**src/core/sadc_defs.vh**
```
// Constants for the 10-bit approximation control with its 8-bit mode, and the two-channel output converter.
// Assumes inclusion by the design, checker and bench files; holds definitions only.
`ifndef SADC_DEFS_VH
`define SADC_DEFS_VH

// Register indices on the plain register port (word addresses).
`define SADC_ADDR_CTRL      4'h0
`define SADC_ADDR_STATUS    4'h1
`define SADC_ADDR_RESULT0   4'h2
`define SADC_ADDR_RESULT1   4'h3
`define SADC_ADDR_DAC0      4'h4
`define SADC_ADDR_DAC1      4'h5
`define SADC_ADDR_DACEN     4'h6
`define SADC_ADDR_WIDTH     4

// Control register fields.
`define SADC_CTRL_START_BIT 0
`define SADC_CTRL_RES8_BIT  1
`define SADC_CTRL_CHAN_BIT  2
`define SADC_CTRL_VREF_BIT  3

// Status register fields.
`define SADC_STAT_BUSY_BIT  0
`define SADC_STAT_DONE_BIT  1

// Output enable register fields.
`define SADC_DACEN_CH0_BIT  0
`define SADC_DACEN_CH1_BIT  1

// Approximation register default: only the top bit set.
`define SADC_SAR_DEFAULT    10'h200
`define SADC_SAR_FULL       10'h3ff
`define SADC_SAR_FULL8      10'h0ff
`define SADC_RES_RESET      10'h000
`define SADC_DAC_RESET      8'h00

// Lowest bit fixed in each resolution.
`define SADC_LAST_BIT_10    4'h0
`define SADC_LAST_BIT_8     4'h2

`endif

```
**src/core/sadc_ctrl.v**
```verilog
// Approximation sequencer for the converter plus two output converter channels.
// Assumes an external comparator answering whether the trial level is below the input,
// an analog over-range flag, and a register master on the same clock.
//
// How it works
// - In 8-bit mode the full 10-bit approximation register still runs and the result is its top eight bits.
// - An 8-bit conversion makes exactly eight comparisons, fixing bits 9 down to 2, each trial bit set first.
// - On completion of an 8-bit conversion the fixed bits land in bits 0 to 7 of the channel's result register.
// - An input above the reference saturates to the all-ones code.
// - The code count follows resolution: 1024 codes in 10-bit mode and 256 in 8-bit mode.
// - Each output channel holds an 8-bit data register setting its level in 256ths of the reference.
// - Any write to a channel's data register pulses that channel's start output one cycle before the written value reaches its code output.
// - A channel's analog pin is driven only while its output enable bit is one.
// - An enabled channel keeps driving until software clears its enable bit.
// - The reference-connection bit of the converter neither gates nor alters the output channels.
// - After reset both shared pins are undriven, floating inputs.
// - Each comparison keeps the trial bit when the trial level is below the input and clears it otherwise.
// - A conversion starts with the approximation register at its default, only the top bit set.
`include "sadc_defs.vh"
`timescale 1ns/1ps
`default_nettype none

module sadc_ctrl #(
    parameter SADC_CHANNELS = 2
) (
    // Clock and reset.
    input  wire        clk_sys_in,
    input  wire        rst_in,
    // Register port.
    input  wire [3:0]  reg_addr_in,
    input  wire [15:0] reg_wdata_in,
    input  wire        reg_wr_in,
    input  wire        reg_rd_in,
    output reg  [15:0] reg_rdata_out,
    // Comparator and over-range flag from the analog section.
    input  wire        cmp_level_below_in,
    input  wire        over_range_in,
    // Trial code to the internal level generator.
    output reg  [9:0]  trial_code_out,
    output reg         conv_done_out,
    // Output converter codes and start pulses.
    output reg  [7:0]  analog_output_pin_first_code_out,
    output reg  [7:0]  analog_output_pin_second_code_out,
    output reg         dac_start_first_out,
    output reg         dac_start_second_out,
    // Shared pin drive, enable low while driving.
    output reg         analog_output_pin_first_oe_n_out,
    output reg         analog_output_pin_second_oe_n_out
);

    localparam ST_IDLE = 1'b0;
    localparam ST_CONV = 1'b1;

    // Asynchronous pins pass three flip-flops; a change counts when stages two and three agree.
    reg [2:0] cmp_sync_reg;
    reg [2:0] ovr_sync_reg;
    reg       cmp_filt_reg;
    reg       ovr_filt_reg;

    reg        state_reg;
    reg [9:0]  sar_reg;
    reg [3:0]  bit_idx_reg;
    reg        res8_reg;
    reg        chan_reg;
    reg        vref_conn_reg;
    reg        conv_res8_reg;
    reg        conv_chan_reg;
    reg        ovr_seen_reg;
    reg [9:0]  result_reg [0:1];
    reg [7:0]  dac_data_reg [0:1];
    reg [1:0]  dac_en_reg;

    // True when a write strobe addresses the given register index.
    function sadc_wr_hit;
        input       wr;
        input [3:0] addr;
        input [3:0] target;
        begin
            sadc_wr_hit = wr && (addr == target);
        end
    endfunction

    // Write decodes, one per register that software can change.
    wire wr_ctrl  = sadc_wr_hit(reg_wr_in, reg_addr_in, `SADC_ADDR_CTRL);
    wire wr_dac0  = sadc_wr_hit(reg_wr_in, reg_addr_in, `SADC_ADDR_DAC0);
    wire wr_dac1  = sadc_wr_hit(reg_wr_in, reg_addr_in, `SADC_ADDR_DAC1);
    wire wr_dacen = sadc_wr_hit(reg_wr_in, reg_addr_in, `SADC_ADDR_DACEN);
    wire start_rq = wr_ctrl && reg_wdata_in[`SADC_CTRL_START_BIT];
    wire [3:0] last_bit = conv_res8_reg ? `SADC_LAST_BIT_8 : `SADC_LAST_BIT_10;

    // Returns a code with one bit set at the given index.
    function [9:0] sadc_onehot;
        input [3:0] idx;
        begin
            sadc_onehot = 10'h001 << idx;
        end
    endfunction

    // Synchronisers and agreement filter for the comparator and over-range inputs.
    always @(posedge clk_sys_in or posedge rst_in) begin
        if (rst_in) begin
            cmp_sync_reg <= 3'h0;
            ovr_sync_reg <= 3'h0;
            cmp_filt_reg <= 1'b0;
            ovr_filt_reg <= 1'b0;
        end else begin
            cmp_sync_reg <= {cmp_sync_reg[1:0], cmp_level_below_in};
            ovr_sync_reg <= {ovr_sync_reg[1:0], over_range_in};
            if (cmp_sync_reg[1] == cmp_sync_reg[2]) begin
                cmp_filt_reg <= cmp_sync_reg[2];
            end
            if (ovr_sync_reg[1] == ovr_sync_reg[2]) begin
                ovr_filt_reg <= ovr_sync_reg[2];
            end
        end
    end

    // Control settings written by software.
    always @(posedge clk_sys_in or posedge rst_in) begin
        if (rst_in) begin
            res8_reg      <= 1'b0;
            chan_reg      <= 1'b0;
            vref_conn_reg <= 1'b0;
        end else if (wr_ctrl) begin
            res8_reg      <= reg_wdata_in[`SADC_CTRL_RES8_BIT];
            chan_reg      <= reg_wdata_in[`SADC_CTRL_CHAN_BIT];
            vref_conn_reg <= reg_wdata_in[`SADC_CTRL_VREF_BIT];
        end
    end

    // Successive approximation sequencer, one bit decision per clock.
    always @(posedge clk_sys_in or posedge rst_in) begin
        if (rst_in) begin
            state_reg      <= ST_IDLE;
            sar_reg        <= `SADC_SAR_DEFAULT;
            bit_idx_reg    <= 4'h9;
            conv_res8_reg  <= 1'b0;
            conv_chan_reg  <= 1'b0;
            ovr_seen_reg   <= 1'b0;
            conv_done_out  <= 1'b0;
            trial_code_out <= `SADC_SAR_DEFAULT;
            result_reg[0]  <= `SADC_RES_RESET;
            result_reg[1]  <= `SADC_RES_RESET;
        end else begin
            conv_done_out <= 1'b0;
            case (state_reg)
                ST_IDLE: begin
                    if (start_rq) begin
                        state_reg      <= ST_CONV;
                        sar_reg        <= `SADC_SAR_DEFAULT;
                        trial_code_out <= `SADC_SAR_DEFAULT;
                        bit_idx_reg    <= 4'h9;
                        conv_res8_reg  <= reg_wdata_in[`SADC_CTRL_RES8_BIT];
                        conv_chan_reg  <= reg_wdata_in[`SADC_CTRL_CHAN_BIT];
                        ovr_seen_reg   <= 1'b0;
                    end
                end
                ST_CONV: begin
                    // Keep the trial bit when the level is below the input.
                    if (!cmp_filt_reg) begin
                        sar_reg[bit_idx_reg] <= 1'b0;
                    end
                    if (ovr_filt_reg) begin
                        ovr_seen_reg <= 1'b1;
                    end
                    if (bit_idx_reg == last_bit) begin
                        state_reg     <= ST_IDLE;
                        conv_done_out <= 1'b1;
                        if (ovr_seen_reg || ovr_filt_reg) begin
                            result_reg[conv_chan_reg] <= conv_res8_reg ?
                                `SADC_SAR_FULL8 : `SADC_SAR_FULL;
                        end else if (conv_res8_reg) begin
                            // Top eight bits go to the low byte.
                            result_reg[conv_chan_reg] <= {2'b00, sar_reg[9:3],
                                cmp_filt_reg};
                        end else begin
                            result_reg[conv_chan_reg] <= {sar_reg[9:1], cmp_filt_reg};
                        end
                    end else begin
                        // Set the next trial bit before it is compared.
                        sar_reg[bit_idx_reg - 4'h1] <= 1'b1;
                        trial_code_out <= (cmp_filt_reg ? sar_reg :
                            (sar_reg & ~sadc_onehot(bit_idx_reg)))
                            | sadc_onehot(bit_idx_reg - 4'h1);
                        bit_idx_reg <= bit_idx_reg - 4'h1;
                    end
                end
                default: begin
                    state_reg <= ST_IDLE;
                end
            endcase
        end
    end

    // Output converter data, enables and start pulses.
    always @(posedge clk_sys_in or posedge rst_in) begin
        if (rst_in) begin
            dac_data_reg[0]      <= `SADC_DAC_RESET;
            dac_data_reg[1]      <= `SADC_DAC_RESET;
            dac_en_reg           <= 2'b00;
            dac_start_first_out  <= 1'b0;
            dac_start_second_out <= 1'b0;
        end else begin
            // Every data write restarts its channel, even with an unchanged value.
            dac_start_first_out  <= wr_dac0;
            dac_start_second_out <= wr_dac1;
            if (wr_dac0) begin
                dac_data_reg[0] <= reg_wdata_in[7:0];
            end
            if (wr_dac1) begin
                dac_data_reg[1] <= reg_wdata_in[7:0];
            end
            // Enables change only by software write.
            if (wr_dacen) begin
                dac_en_reg <= reg_wdata_in[1:0];
            end
        end
    end

    // Pin drive follows enables only; the reference-connection bit plays no part.
    always @(posedge clk_sys_in or posedge rst_in) begin
        if (rst_in) begin
            analog_output_pin_first_oe_n_out  <= 1'b1;
            analog_output_pin_second_oe_n_out <= 1'b1;
            analog_output_pin_first_code_out  <= `SADC_DAC_RESET;
            analog_output_pin_second_code_out <= `SADC_DAC_RESET;
        end else begin
            analog_output_pin_first_oe_n_out  <= ~dac_en_reg[`SADC_DACEN_CH0_BIT];
            analog_output_pin_second_oe_n_out <= ~dac_en_reg[`SADC_DACEN_CH1_BIT];
            analog_output_pin_first_code_out  <= dac_data_reg[0];
            analog_output_pin_second_code_out <= dac_data_reg[1];
        end
    end

    // Read data, one cycle after the read strobe; unmapped reads return zero.
    always @(posedge clk_sys_in or posedge rst_in) begin
        if (rst_in) begin
            reg_rdata_out <= 16'h0000;
        end else if (reg_rd_in) begin
            case (reg_addr_in)
                `SADC_ADDR_CTRL:    reg_rdata_out <= {12'h000, vref_conn_reg, chan_reg,
                                                      res8_reg, 1'b0};
                `SADC_ADDR_STATUS:  reg_rdata_out <= {14'h0000, 1'b0, state_reg};
                `SADC_ADDR_RESULT0: reg_rdata_out <= {6'h00, result_reg[0]};
                `SADC_ADDR_RESULT1: reg_rdata_out <= {6'h00, result_reg[1]};
                `SADC_ADDR_DAC0:    reg_rdata_out <= {8'h00, dac_data_reg[0]};
                `SADC_ADDR_DAC1:    reg_rdata_out <= {8'h00, dac_data_reg[1]};
                `SADC_ADDR_DACEN:   reg_rdata_out <= {14'h0000, dac_en_reg};
                default:            reg_rdata_out <= 16'h0000;
            endcase
        end else begin
            reg_rdata_out <= 16'h0000;
        end
    end

endmodule // sadc_ctrl

`default_nettype wire

```
**config.mk**
```make
export PLATFORM = sky130hd
export DESIGN_NAME = sadc_ctrl
export DESIGN_NICKNAME = d
export VERILOG_FILES = /design/src/core/sadc_ctrl.v
export VERILOG_INCLUDE_DIRS = /design/src /design/src/core
export SDC_FILE = /design/constraint.sdc
export NUM_CORES = 1
export LEC_CHECK = 0
export ABC_AREA = 1
export ABC_CLOCK_PERIOD_IN_PS = 6700
export BUFFER_PORTS_ARGS = -buffer_cell sky130_fd_sc_hd__buf_2
export CAP_MARGIN = 20
export CORE_MARGIN = 4
export CORE_UTILIZATION = 45
export DETAILED_ROUTE_END_ITERATION = 8
export HOLD_SLACK_MARGIN = 0.05
export MAX_ROUTING_LAYER = met4
export PLACE_DENSITY = 0.67
export SLEW_MARGIN = 20
export SYNTH_ARGS = -nofsm -noshare
export SYNTH_HDL_FRONTEND = slang
export SYNTH_SLANG_ARGS = --single-unit
export TNS_END_PERCENT = 1
```
**constraint.sdc**
```tcl
create_clock -name clk_sys_in -period 6.7 [get_ports clk_sys_in]
set_input_delay 0.335 -clock clk_sys_in [delete_from_list [all_inputs] [get_ports clk_sys_in]]
set_output_delay 0.335 -clock clk_sys_in [all_outputs]
set_load 0.02 [all_outputs]
```
Word level (Yosys, flattened, before mapping)
Index checks and enable logic that the tools add are counted.
{"block": "totals", "inputBits": 26, "elab_cells": 106, "regBits": 114, "out_inout_bits": 47}
{"block": "op_classes", "n_reduce_logical": 14, "n_shift": 2, "muxes": 34, "bitwise": 10, "n_eq_ne": 12, "n_lt_le_gt_ge": 6, "addsub": 1}
{"op": "$mux 10", "n": 8}
{"op": "$pmux 10 s7", "n": 1}
{"op": "$bwmux 20", "n": 3}
{"op": "$mux 20", "n": 2}
{"op": "$pmux 10 s2", "n": 2}
{"op": "$and 10x10->10", "n": 2}
{"op": "$not 10->10", "n": 2}
{"op": "$or 10x10->10", "n": 2}
{"op": "$shl 1x4->10 const A", "n": 2}
{"op": "$mux 16", "n": 1}
{"op": "$eq 4x3->1 const B", "n": 3}
{"op": "$demux 10 s1", "n": 1}
{"op": "$lt 4x5->1 const B", "n": 2}
{"op": "$demux 1 s4", "n": 2}
{"op": "$eq 4x2->1 const B", "n": 2}
{"op": "$ge 4x1->1 const B", "n": 2}
{"op": "$logic_and 1x1->1", "n": 8}
{"op": "$mux 1", "n": 8}
{"op": "$mux 4", "n": 2}
{"op": "$pmux 4 s2", "n": 1}
{"op": "$reduce_and 2->1", "n": 4}
{"op": "$ne 2x2->1 const B", "n": 3}
{"op": "$eq 4x1->1 const B", "n": 1}
{"op": "$eq 4x2->1", "n": 1}
{"op": "other kinds (10)", "n": 14}

Depth between registers and ports, before layout
Gate-level depths: netlist of the first run.
{"block": "logic_depth", "ltp_word": 11, "depth_mapped": 12, "mapped_depth_nobuf": 9}

Worst setup path before layout of the first run
No wires, ideal clock.
{"block": "synth_timing", "path_kind": "register to register", "start": "reg bit_idx_reg[0]", "end": "reg sar_reg[5]", "path_slack_ns": 4.931, "path_buffers": 0, "t_arrival_ns": 1.703, "setup_time_ns": 0.066, "path_stages_with_launch": 9, "period_less_slack_ns": 1.769, "cell_sequence": "dfstp_2 > inv_1 > ha_1 > ha_1 > inv_1 > nand2_1 > o21ai_1 > nand3_1 > nand2_1"}
{"block": "synth_via", "elab_chain_cells": 11, "elab_cells_between_ends": 19, "classes_between": "add/sub (1); order compare (4); eq/ne (1); mux (8); bitwise (3); reduce/logical (2)"}
{"item": "from (decl)", "line_no": "sadc_ctrl.v:62", "rtl": "reg [3:0] bit_idx_reg;"}
{"item": "from (signal assigned)", "line_no": "sadc_ctrl.v:185", "rtl": "bit_idx_reg <= bit_idx_reg - 4'h1;"}
{"item": "branches (longest 9 deep; another with $lt 4x5->1)"}
{"item": "$mux 10 (*)", "line_no": "sadc_ctrl.v:166", "rtl": "if (bit_idx_reg == last_bit) begin"}
{"item": "$pmux 10 s2 (*)", "line_no": "sadc_ctrl.v:146", "rtl": "case (state_reg)"}
{"item": "to (signal assigned)", "line_no": "sadc_ctrl.v:135", "rtl": "sar_reg <= `SADC_SAR_DEFAULT;"}
{"item": "to (signal assigned)", "line_no": "sadc_ctrl.v:150", "rtl": "sar_reg <= `SADC_SAR_DEFAULT;"}
{"item": "to (decl)", "line_no": "sadc_ctrl.v:61", "rtl": "reg [9:0] sar_reg;"}
Every way passes the cells marked *. The select of a mux whose other input is x is not followed.
A chain may end at the register's enable or synchronous reset.

Worst setup path in the final report of the first run
{"block": "layout_timing", "start": "reg conv_chan_reg", "end": "reg result_reg[5] (netlist bit)"}
{"block": "layout_via", "elab_chain_cells": 8, "elab_cells_between_ends": 11, "classes_between": "order compare (2); mux (7); bitwise (1); reduce/logical (1)"}
{"item": "from (decl)", "line_no": "sadc_ctrl.v:67", "rtl": "reg conv_chan_reg;"}
{"item": "from (signal assigned)", "line_no": "sadc_ctrl.v:154", "rtl": "conv_chan_reg <= reg_wdata_in[`SADC_CTRL_CHAN_BIT];"}
{"item": "$not 1->2 (not written as such) (*)", "line_no": "sadc_ctrl.v:174, sadc_ctrl.v:177"}
{"item": "$ge 2x2->1 (not written as such) / $lt 2x1->1 (equally long branches)", "line_no": "sadc_ctrl.v:174, sadc_ctrl.v:177"}
{"item": "$logic_and 1x1->1 (not written as such)", "line_no": "sadc_ctrl.v:174, sadc_ctrl.v:177"}
{"item": "$mux 10 (not written as such)", "line_no": "sadc_ctrl.v:174, sadc_ctrl.v:177"}
{"item": "$demux 10 s1 (*)", "line_no": "sadc_ctrl.v:174, sadc_ctrl.v:177"}
{"item": "$bwmux 20 (on tied branches)", "line_no": "sadc_ctrl.v:177, sadc_ctrl.v:174"}
{"item": "$mux 20", "line_no": "sadc_ctrl.v:172", "rtl": "end else if (conv_res8_reg) begin"}
{"item": "$mux 20 (*)", "line_no": "sadc_ctrl.v:169", "rtl": "if (ovr_seen_reg || ovr_filt_reg) begin"}
{"item": "to (signal, indexed assignment)", "line_no": "sadc_ctrl.v:170", "rtl": "result_reg[conv_chan_reg] <= conv_res8_reg ?"}
{"item": "to (signal, indexed assignment)", "line_no": "sadc_ctrl.v:174", "rtl": "result_reg[conv_chan_reg] <= {2'b00, sar_reg[9:3],"}
{"item": "to (signal, indexed assignment)", "line_no": "sadc_ctrl.v:177", "rtl": "result_reg[conv_chan_reg] <= {sar_reg[9:1], cmp_filt_reg};"}
{"item": "to (decl)", "line_no": "sadc_ctrl.v:69", "rtl": "reg [9:0] result_reg [0:1];"}
Every way passes the cells marked *; elsewhere a longest branch is shown, timed or not.

==> metrics, run 1 <==
Multi-input gate area=around 1800 µm²; CTS tree=yes; gr usage total=18.3%; WP data arrival=2.82 ns; clock root buffer=clkbuf_8; First DRT Iteration DRCs=approximately 210; dpl hpwl=7.78 mm; Post-CTS Setup Repair Bufs=0; kind of critical path=reg -> reg; Port Buf Inserts=between 50 and 60; Worst Setup EP=result_reg[5]; Critical Path Start=conv_chan_reg; initial antenna violation count=0; Ports=73; largest net degree at the start of global routing=67; Chip Height=between 100 and 150 µm; n_diodes=0; Hold Buf Count CTS=3; WL final=10.7 mm; RSZ-0062 raised after global routing=no; clk_lat worst skew=just under 0.4 ns; Post-Syn Instances=~550; sequential area share after synthesis=~56%; routed length per instance=roughly 14 µm; Routed Antenna Nets=0; total vias in the final route=around 3800; WP data required=7.00 ns; pre-CTS WS=between 4 and 5 ns; flops & latches, synth=108; min cycle time layout=~2.5 ns; Core ar.=around 10000 µm²; Setup WS post-layout=4.18 ns; Overflow after GRT=0; worst hold path class=in -> reg; vias in the first global route=approximately 3800; Tcrit/Tclk final=a little under two fifths; maximum fanout along the worst path=20; Largest register FFs=20; clock slew at reported path FFs=roughly 0.1 ns; Register-to-Register Setup Slack=~4.2 ns; Max Cap Viol=0; clk_skew=roughly 0.016 ns; starting density of the core=between 40% and 50%; number of distinct library cells after synthesis=35; drt pass-1 iters=5; total chip power=roughly 1.9 mW; number of remaining DRC errors=0; Final Hold Viols=0; first-pass GRT wire length=~18 mm; H-tree levels=3; crit-path max cell delay=approximately 0.85 ns; DR vias/cell=approximately 5.0; Final setup viols=0; pwr/cell area=between 300 and 400 nW/µm²; clock buffer depth=2; Slew Limit Fails=0; Least-Margin Pin Slew=0.843 ns; CP Launch Type=flip-flop; area grow syn2layout=12.1%; Cell Chain, Critical Path=clkinv_1, nor2_1, nand2_1, nand3_1, nand2_1, o21ai_0; share of cells above drive strength 1=between 10% and 20%; CP max stage cell=dfrtp_1; routability congestion estimate from global placement=slightly below 0.9; r2r startpoint=conv_chan_reg; yosys warns=0; count of cells resized by post-cts repair=0; Worst setup EP type=flip-flop; # fillers=about 980; Synth Area per Inst=8.76 µm²; Worst VDD drop=0.161 mV; Achievable Freq=0.397 GHz; Reg-to-Reg End=result_reg[5]; Syn Std Cell Area=approximately 4800 µm²; Rows=37; Die W=112 µm; Fin Setup TNS=0 ns; Reg area=about 2700 µm²; die area=between 10000 and 15000 µm²; nets@finish=approximately 650; FF-to-FF path depth=6; most used cell, CP=nand2_1; clk sinks=between 100 and 150; status=finished, final reports clean; Slew Limit Headroom=a little over two fifths; Leak Pwr=~2.7 nW; total CTS buffers=9
[report_power, final]
group          internal (mW)  switching [mW]  leakage, nW
Combinational          0.191           0.404         1.28
Sequential             0.817           0.126         1.36
Clock                  0.183           0.224       0.0992
Total                   1.19           0.754         2.74
[per-stage QoR]
step	std cells	cell area, µm²	hold WS (ns)	utilization [%]
final	752	5430	0.186	52.1
after global routing	752	5430	0.197	52.1
after CTS	752	5430	0.182	52.1
after detailed placement	734	5200	0.337	49.9
after global placement	734	5200	0.334	49.9
after floorplan	558	4860	0.331	-
[critical path, delay by kind of cell, from the launching register on]
kind,cells,cell delay [ns]
flops,1,0.85
simple gates,4,0.85
buf+inv,1,0.64
compound gates,1,0.10
[cells in the final DEF (no fill, tap or decap), types with 3 or more instances in the layout]
cell | netlist | final
nand2_1 | 168 | 168
dfrtp_1 | 102 | 102
o21ai_0 | 62 | 62
buf_2 | 2 | 58
inv_1 | 49 | 48
nand3_1 | 46 | 46
nor2_1 | 29 | 29
nand2_2 | 10 | 10
a21oi_1 | 10 | 10
clkbuf_8 | 0 | 10
ha_1 | 7 | 7
o21ai_1 | 6 | 6
conb_1 | 1 | 6
dfstp_2 | 6 | 6
o22ai_1 | 5 | 5
inv_4 | 3 | 4
o211ai_1 | 4 | 4
nor2_2 | 3 | 3
nor2_4 | 3 | 3
nand2_4 | 3 | 3
dlygate4sd3_1 | 0 | 3
[cell families after synthesis]
| family | after synthesis | share of synthesized area [%] |
|---|---|---|
| adders and majority gates | 9 | 2.22 |
| AOI/OAI and AO/OA | 93 | 10.3 |
| buffers and inverters | 75 | 7.18 |
| and+or+nand+nor | 267 | 24.2 |
| other | 1 | 0.0774 |
| DFF | 108 | 56.0 |
[layer usage]
layer / global-route usage (%) / share of wire, %
met5: - / 0
met4: 7.30 / 1.6
met3: 3.37 / 4.0
met2: 27.1 / 46
met1: 25.1 / 49
[worst min path at each step]
stage | startpoint | to | slack (ns) | cells after the start
after floorplan | cmp_sync_reg[0] | cmp_sync_reg[1] | 0.33 | 0
final | reg_wdata_in[1] | res8_reg | 0.19 | 3
after global placement | ovr_sync_reg[0] | ovr_sync_reg[1] | 0.33 | 0
after detailed placement | cmp_sync_reg[0] | cmp_sync_reg[1] | 0.34 | 0
after CTS | reg_wdata_in[1] | res8_reg | 0.18 | 3
after global routing | reg_wdata_in[1] | res8_reg | 0.20 | 3
[synthesized netlist by cell type]
cell type	number	area [µm²]
nand2_1	168	631
dfrtp_1	102	2550
o21ai_0	62	310
inv_1	49	184
nand3_1	46	230
nor2_1	29	109
a21oi_1	10	50.1
nand2_2	10	62.6
clkbuf_1	7	26.3
ha_1	7	87.6
buf_4	6	45.0
dfstp_2	6	158
o21ai_1	6	30.0
o22ai_1	5	31.3
o211ai_1	4	30.0
buf_6	3	33.8
inv_4	3	18.8
nand2_4	3	33.8
nor2_2	3	18.8
nor2_4	3	33.8
buf_2	2	10.0
clkinv_1	2	7.51
inv_2	2	7.51
maj3_1	2	20.0
o21a_1	2	15.0
o21ai_2	2	17.5
a21oi_2	1	8.76
buf_8	1	15.0
conb_1	1	3.75
nand3_4	1	17.5
nand4_1	1	6.26
nor2_8	1	20.0
nor3_1	1	5.00
o31ai_1	1	7.51
or2_2	1	6.26
[area by class of cell]
type	instances	share of cell area, %
well taps	136	3.13
flip-flops and latches	108	49.9
multi-input cells	375	33.2
clock buffers	10	2.53
clock inverters	5	1.11
inverters	56	4.06
repair buffers	62	6.04
(Power assumes the default switching activity.)
==> inputs of run 2 (changes only) <==
- ABC_CLOCK_PERIOD_IN_PS: 6700 -> 2300
- PLACE_DENSITY: 0.67 -> 0.7
- clock period: 6.7 -> 2.3 ns (I/O delays scaled with it)
==> run 2 against run 1 <==
Against the previous run:
- clock skew grew 0.00080 ns
- non-clock buffer count grew 19
- final area grew 3.3%
- sequential power grew to 2.9 times the previous value
- largest cell class unchanged
- critical endpoint is now sar_reg[5]
- sequential cell count is the same
- global-route usage grew 0.17 points
- critical path type unchanged
- highest routed layer unchanged
==> metrics, run 2 (synthesis results as in run 1) <==
Slew Limit Fails=0 (unchanged); Logic pwr share=32.4% (+1.8 points); First DRT Iteration DRCs=270 (+27%); clock buffer depth=2 (unchanged); initial antenna violation count=0 (unchanged); Worst setup EP type=flip-flop; count of cells resized by post-cts repair=0 (unchanged); most frequent cells in the layout=nand2_1 (168), dfrtp_1 (102), o21ai_0 (62); pwr/cell area=1020 nW/µm² (+180%); Rows=37 (unchanged); number of remaining DRC errors=0 (unchanged); kind of critical path=reg -> reg; Fin Setup TNS=0 ns (unchanged); nets@finish=664 (+2.9%); DR vias/cell=5.01 (about the same); dpl hpwl=8.16 mm (+4.9%); CP max stage cell=dfstp_2; Die W=112 µm (unchanged); Least-Margin Pin Slew=0.585 ns (-0.258 ns); vias in the first global route=3725 (-0.69%); clk_skew=0.0170 ns (+0.000802 ns); # fillers=983 (unchanged); die area=12500 µm² (unchanged); largest net degree at the start of global routing=38 (-43%); total vias in the final route=3868 (+2.6%); CP Launch Type=flip-flop; H-tree levels=3 (unchanged); RSZ-0062 raised after global routing=no; clock slew at reported path FFs=0.11 ns (about the same); maximum fanout along the worst path=7 (-65%); WP data arrival=2.37 ns (-0.45 ns); clk_lat worst skew=0.38 ns (about the same); gr usage total=18.5% (+0.17 points); worst hold path class=in -> reg; area grow syn2layout=15.8%; Psw=2.27 mW (+200%); starting density of the core=46.5% (unchanged); routed length per instance=13.8 µm (-3.1%); Achievable Freq=0.487 GHz (+23%); Final setup viols=0 (unchanged); Clock power frac=20.1% (-0.8 points); min cycle time layout=2.05 ns (-0.464 ns); WL final=10.6 mm (-0.55%); CTS tree=yes; Worst VDD drop=0.610 mV (+280%); Overflow after GRT=0 (unchanged); Largest register FFs=20 (unchanged); hold path depth=3 (unchanged); crit-path max cell delay=0.59 ns (-0.26 ns); Cell Chain, Critical Path=inv_1, ha_1, ha_1, inv_1, nand2_1, o21ai_1, nand3_1, nand2_1; Hold Worst Slack=0.0642 ns (-0.122 ns); total CTS buffers=9 (unchanged); clock root buffer=clkbuf_8; status=finished, final reports clean; Reg area=2710 µm² (unchanged); most common cell after layout, fill and taps aside=nand2_1; Leak Pwr=2.83 nW (+3.4%); Core ar.=10400 µm² (unchanged); Final Hold Viols=0 (unchanged); drt pass-1 iters=6 (+1); Slew Limit Headroom=61.0% (+17 points); Routed Antenna Nets=0 (unchanged); share of cells above drive strength 1=19.7% (+1.6 points); routability congestion estimate from global placement=0.873 (-1.3%); Post-CTS Setup Repair Bufs=0 (unchanged); clk sinks=108 (unchanged); internal power=3.43 mW (+190%); Ports=73 (unchanged); FF-to-FF path depth=8 (+2); first-pass GRT wire length=18.3 mm (+1.6%); WP data required=2.62 ns (-4.38 ns); Max Cap Viol=0 (unchanged); n_diodes=0 (unchanged); Multi-input gate area=1800 µm² (unchanged); Chip Height=112 µm (unchanged); Port Buf Inserts=58 (unchanged); Tcrit/Tclk final=89.3% (+52 points); sequential power share=47.5% (-1.0 points); switch share=39.8% (+1.0 points)
## run 2: power by group through the flow
stage | combinational [mW] | sequential [mW] | clock (mW)
2_1_floorplan | 1.14 | 2.85 | 0
3_3_place_gp | 1.82 | 2.72 | 0
3_5_place_dp | 1.83 | 2.74 | 0
4_1_cts | 1.86 | 2.71 | 1.19
5_1_grt | 2.07 | 2.77 | 1.28
6_report | 1.85 | 2.71 | 1.15
## run 2: layout make-up
class | count | area share [%]
clock buffers | 10 | 2.45
clock inverters | 6 | 1.20
inverters | 56 | 3.95
multi-input cells | 375 | 32.2
flip-flops and latches | 108 | 48.3
well taps | 136 | 3.03
repair buffers | 81 | 8.88
## run 2: per-layer routing
metal | track usage [%] | vias up | wire length (µm)
met5 | - | - | 0
met2 | 31.2 | 112 | 5250
met4 | 4.14 | 0 | 158
met3 | 3.80 | 14 | 555
li1 | - | 1917 | -
met1 | 23.1 | 1825 | 4670
## run 2: metrics by stage
stage	cells	total power, mW	instance area (µm²)	setup slack, ns	utilization [%]
global placement	747	4.54	5310	0.304	51.0
finish	772	5.70	5610	0.247	53.8
CTS	772	5.75	5610	0.260	53.8
detailed placement	747	4.58	5310	0.293	51.0
floorplan	558	3.99	4870	0.531	-
global route	772	6.12	5610	0.0613	53.8
## run 2: worst paths after layout
| check | to | startpoint | slack [ns] |
|---|---|---|---|
| min reg2reg | ovr_sync_reg[1] | ovr_sync_reg[0] | 0.36 |
| max | sar_reg[5] | bit_idx_reg[0] | 0.25 |
| max in group asynchronous | analog_output_pin_first_code_out[7] | rst_in | 1.22 |
| max reg2reg | sar_reg[5] | bit_idx_reg[0] | 0.25 |
| min | dac_data_reg[3] | reg_wdata_in[3] | 0.06 |
| min in group asynchronous | ovr_sync_reg[0] | rst_in | 0.34 |
## run 2: timing repair
item                                    in CTS  in global routing
hold endpoints to repair                    33                  0
hold buffers                                 9                  0
endpoints found under the setup margin       0                  0
## run 2: worst max-delay path: cells and delay by family (launching register included)
family                     cells  cell delay (ns)
and+or+nand+nor                3             0.24
adders and majority gates      2             0.68
buffers and inverters          2             0.28
AOI/OAI and AO/OA              1             0.19
DFF                            1             0.59
==> inputs of run 3 (changes only) <==
- CORE_ASPECT_RATIO: unset -> 0.6
- MAX_ROUTING_LAYER: met4 -> unset
==> run 3 against run 2 <==
Against the previous run:
- routed wire length rose by 6.2%
- non-clock buffer count fell by 7
- core utilization rose by 0.15 points
- fmax fell by 2.7%
- sequential share of layout area fell by 0.62 points
- clock skew fell by 0.0094 ns
- combinational power barely moved
- clock-buffer cell count rose by 3
- clock power rose by 47%
- final area rose by 1.3%
- via count rose by 1.9%
- critical endpoint is now trial_code_out[5]
- highest routed layer unchanged
==> metrics, run 3 (synthesis results as in run 1) <==
status=finished, final reports clean; Reg-to-Reg End=trial_code_out[5]; internal power=3.98 mW (+16%); share of cells above drive strength 1=18.6% (-1.1 points); clock slew at reported path FFs=0.07 ns (-0.04 ns); Final Hold Viols=0 (unchanged); fin cells=768 (-0.52%); first-pass GRT wire length=18.4 mm (about the same); Max Cap Viol=0 (unchanged); clk sinks=108 (unchanged); number of remaining DRC errors=0 (unchanged); worst hold path class=in -> reg; Final setup viols=0 (unchanged); Ports=73 (unchanged); kind of critical path=reg -> reg; WP data required=2.58 ns (-0.04 ns); pwr/cell area=1100 nW/µm² (+8.7%); Routed Antenna Nets=0 (unchanged); Die W=142 µm (+27%); CP Launch Type=flip-flop; Crit path buffers/inverters=2 (unchanged); RSZ-0062 raised after global routing=no; total chip power=6.28 mW (+10%); clock root buffer=clkbuf_16; count of cells resized by post-cts repair=0 (unchanged); post-route cell area=5680 µm² (+1.3%); clk_skew=0.00762 ns (-0.00941 ns); Logic pwr share=29.5% (-2.9 points); Overflow after GRT=0 (unchanged); Slew Limit Headroom=53.9% (-7.1 points); hold_sp=reg_wdata_in[3]; vias in the first global route=3636 (-2.4%); most frequent cells in the layout=nand2_1 (168), dfrtp_1 (102), o21ai_0 (62); die area=12500 µm² (+0.44%); crit-path max cell delay=0.58 ns (about the same); clock buffer depth=2 (unchanged); DR vias/cell=5.13 (+2.5%); total vias in the final route=3943 (+1.9%); Register-to-Register Setup Slack=0.19 ns (-0.06 ns); WP data arrival=2.39 ns (+0.02 ns); Port Buf Inserts=58 (unchanged); WL final=11.3 mm (+6.2%); Core ar.=10500 µm² (+1.0%); r2r startpoint=bit_idx_reg[0]; Worst setup EP type=flip-flop; CTS tree=yes; gr usage total=18.7% (+0.22 points); CP top delay family=adder cells; drt pass-1 iters=5 (-1); maximum fanout along the worst path=7 (unchanged); Psw=2.29 mW (+1.0%); Least-Margin Pin Slew=0.690 ns (+0.105 ns); hold path depth=3 (unchanged); total CTS buffers=9 (unchanged); Post-DP Area=5270 µm² (-0.78%); First DRT Iteration DRCs=279 (+3.3%); Clock power frac=27.0% (+6.9 points); CP max stage cell=dfstp_2; area grow syn2layout=17.3%; hold endpoint=dac_data_reg[3]; routed length per instance=14.7 µm (+6.8%); FF-to-FF path depth=8 (unchanged); clk_lat worst skew=0.35 ns (-0.03 ns); nets@finish=657 (-1.1%); H-tree levels=3 (unchanged); starting density of the core=46.0% (-0.47 points); min cycle time layout=2.11 ns (+0.0566 ns); Chip Height=88.4 µm (-21%); Cell Chain, Critical Path=inv_1, ha_1, ha_1, inv_1, nand2_1, o21ai_1, nand3_1, nand2_1; Placed Instances=744 (-0.40%); largest net degree at the start of global routing=44 (+16%); Tcrit/Tclk final=91.7% (+2.5 points); Rows=29 (-22%); n_diodes=0 (unchanged); Worst VDD drop=0.519 mV (-15%); switch share=36.5% (-3.3 points); Slew Limit Fails=0 (unchanged); initial antenna violation count=0 (unchanged); sequential power share=43.5% (-4.0 points); Achievable Freq=0.474 GHz (-2.7%); routability congestion estimate from global placement=0.957 (+9.6%); Largest register FFs=20 (unchanged); dpl hpwl=8.45 mm (+3.5%); Leak Pwr=2.85 nW (+0.82%); Fin Setup TNS=0 ns (unchanged); most common cell after layout, fill and taps aside=nand2_1
==> run 3: tightest hold or removal path, stage by stage <==
cell and delay [ns]:
buf_2 0.09, inv_1 0.08, o21ai_0 0.09
==> run 3: power groups by stage <==
stage	Combinational (mW)	Clock (mW)	Sequential, mW
after global placement	1.76	0	2.73
final	1.85	1.69	2.73
after global routing	2.07	1.80	2.79
after floorplan	1.14	0	2.85
after detailed placement	1.82	0	2.76
after CTS	1.84	1.72	2.72
==> run 3: final cells by class <==
class                      count  area, µm²
clock buffer                  13        260
clock inverter                 3       68.8
fill                         976       4840
inverter                      56        221
multi-input combinational    375       1800
sequential                   108       2710
tap                          139        174
timing repair buffer          74        443
==> run 3: repair_timing <==
action | CTS | global route
buffers inserted | 0 | 0
hold endpoints to repair | 33 | 0
hold buffers | 8 | 0
==> run 3: per-stage QoR <==
stage	utilization [%]	setup slack [ns]	hold slack, ns
after detailed placement	50.1	0.229	0.226
after CTS	54.0	0.205	0.0742
after floorplan	-	0.531	0.146
after global routing	54.0	0.0658	0.0855
after global placement	50.1	0.333	0.224
final	54.0	0.190	0.0783
==> run 3: worst max path at each step <==
stage | startpoint | to | slack (ns) | cells past startpoint
final | bit_idx_reg[0] | trial_code_out[5] | 0.19 | 8
after global routing | bit_idx_reg[0] | trial_code_out[5] | 0.07 | 8
after CTS | bit_idx_reg[0] | trial_code_out[5] | 0.21 | 8
after detailed placement | bit_idx_reg[0] | trial_code_out[5] | 0.23 | 8
after global placement | bit_idx_reg[0] | trial_code_out[6] | 0.33 | 8
after floorplan | bit_idx_reg[0] | sar_reg[5] | 0.53 | 8
==> run 3: metal layers <==
layer / track usage (%) / wire length, µm / vias to the layer above
li1: - / - / 1902
met1: 28.9 / 5410 / 1882
met2: 24.7 / 4670 / 149
met3: 7.13 / 1130 / 10
met4: 4.09 / 87 / 0
met5: 0 / 0 / -
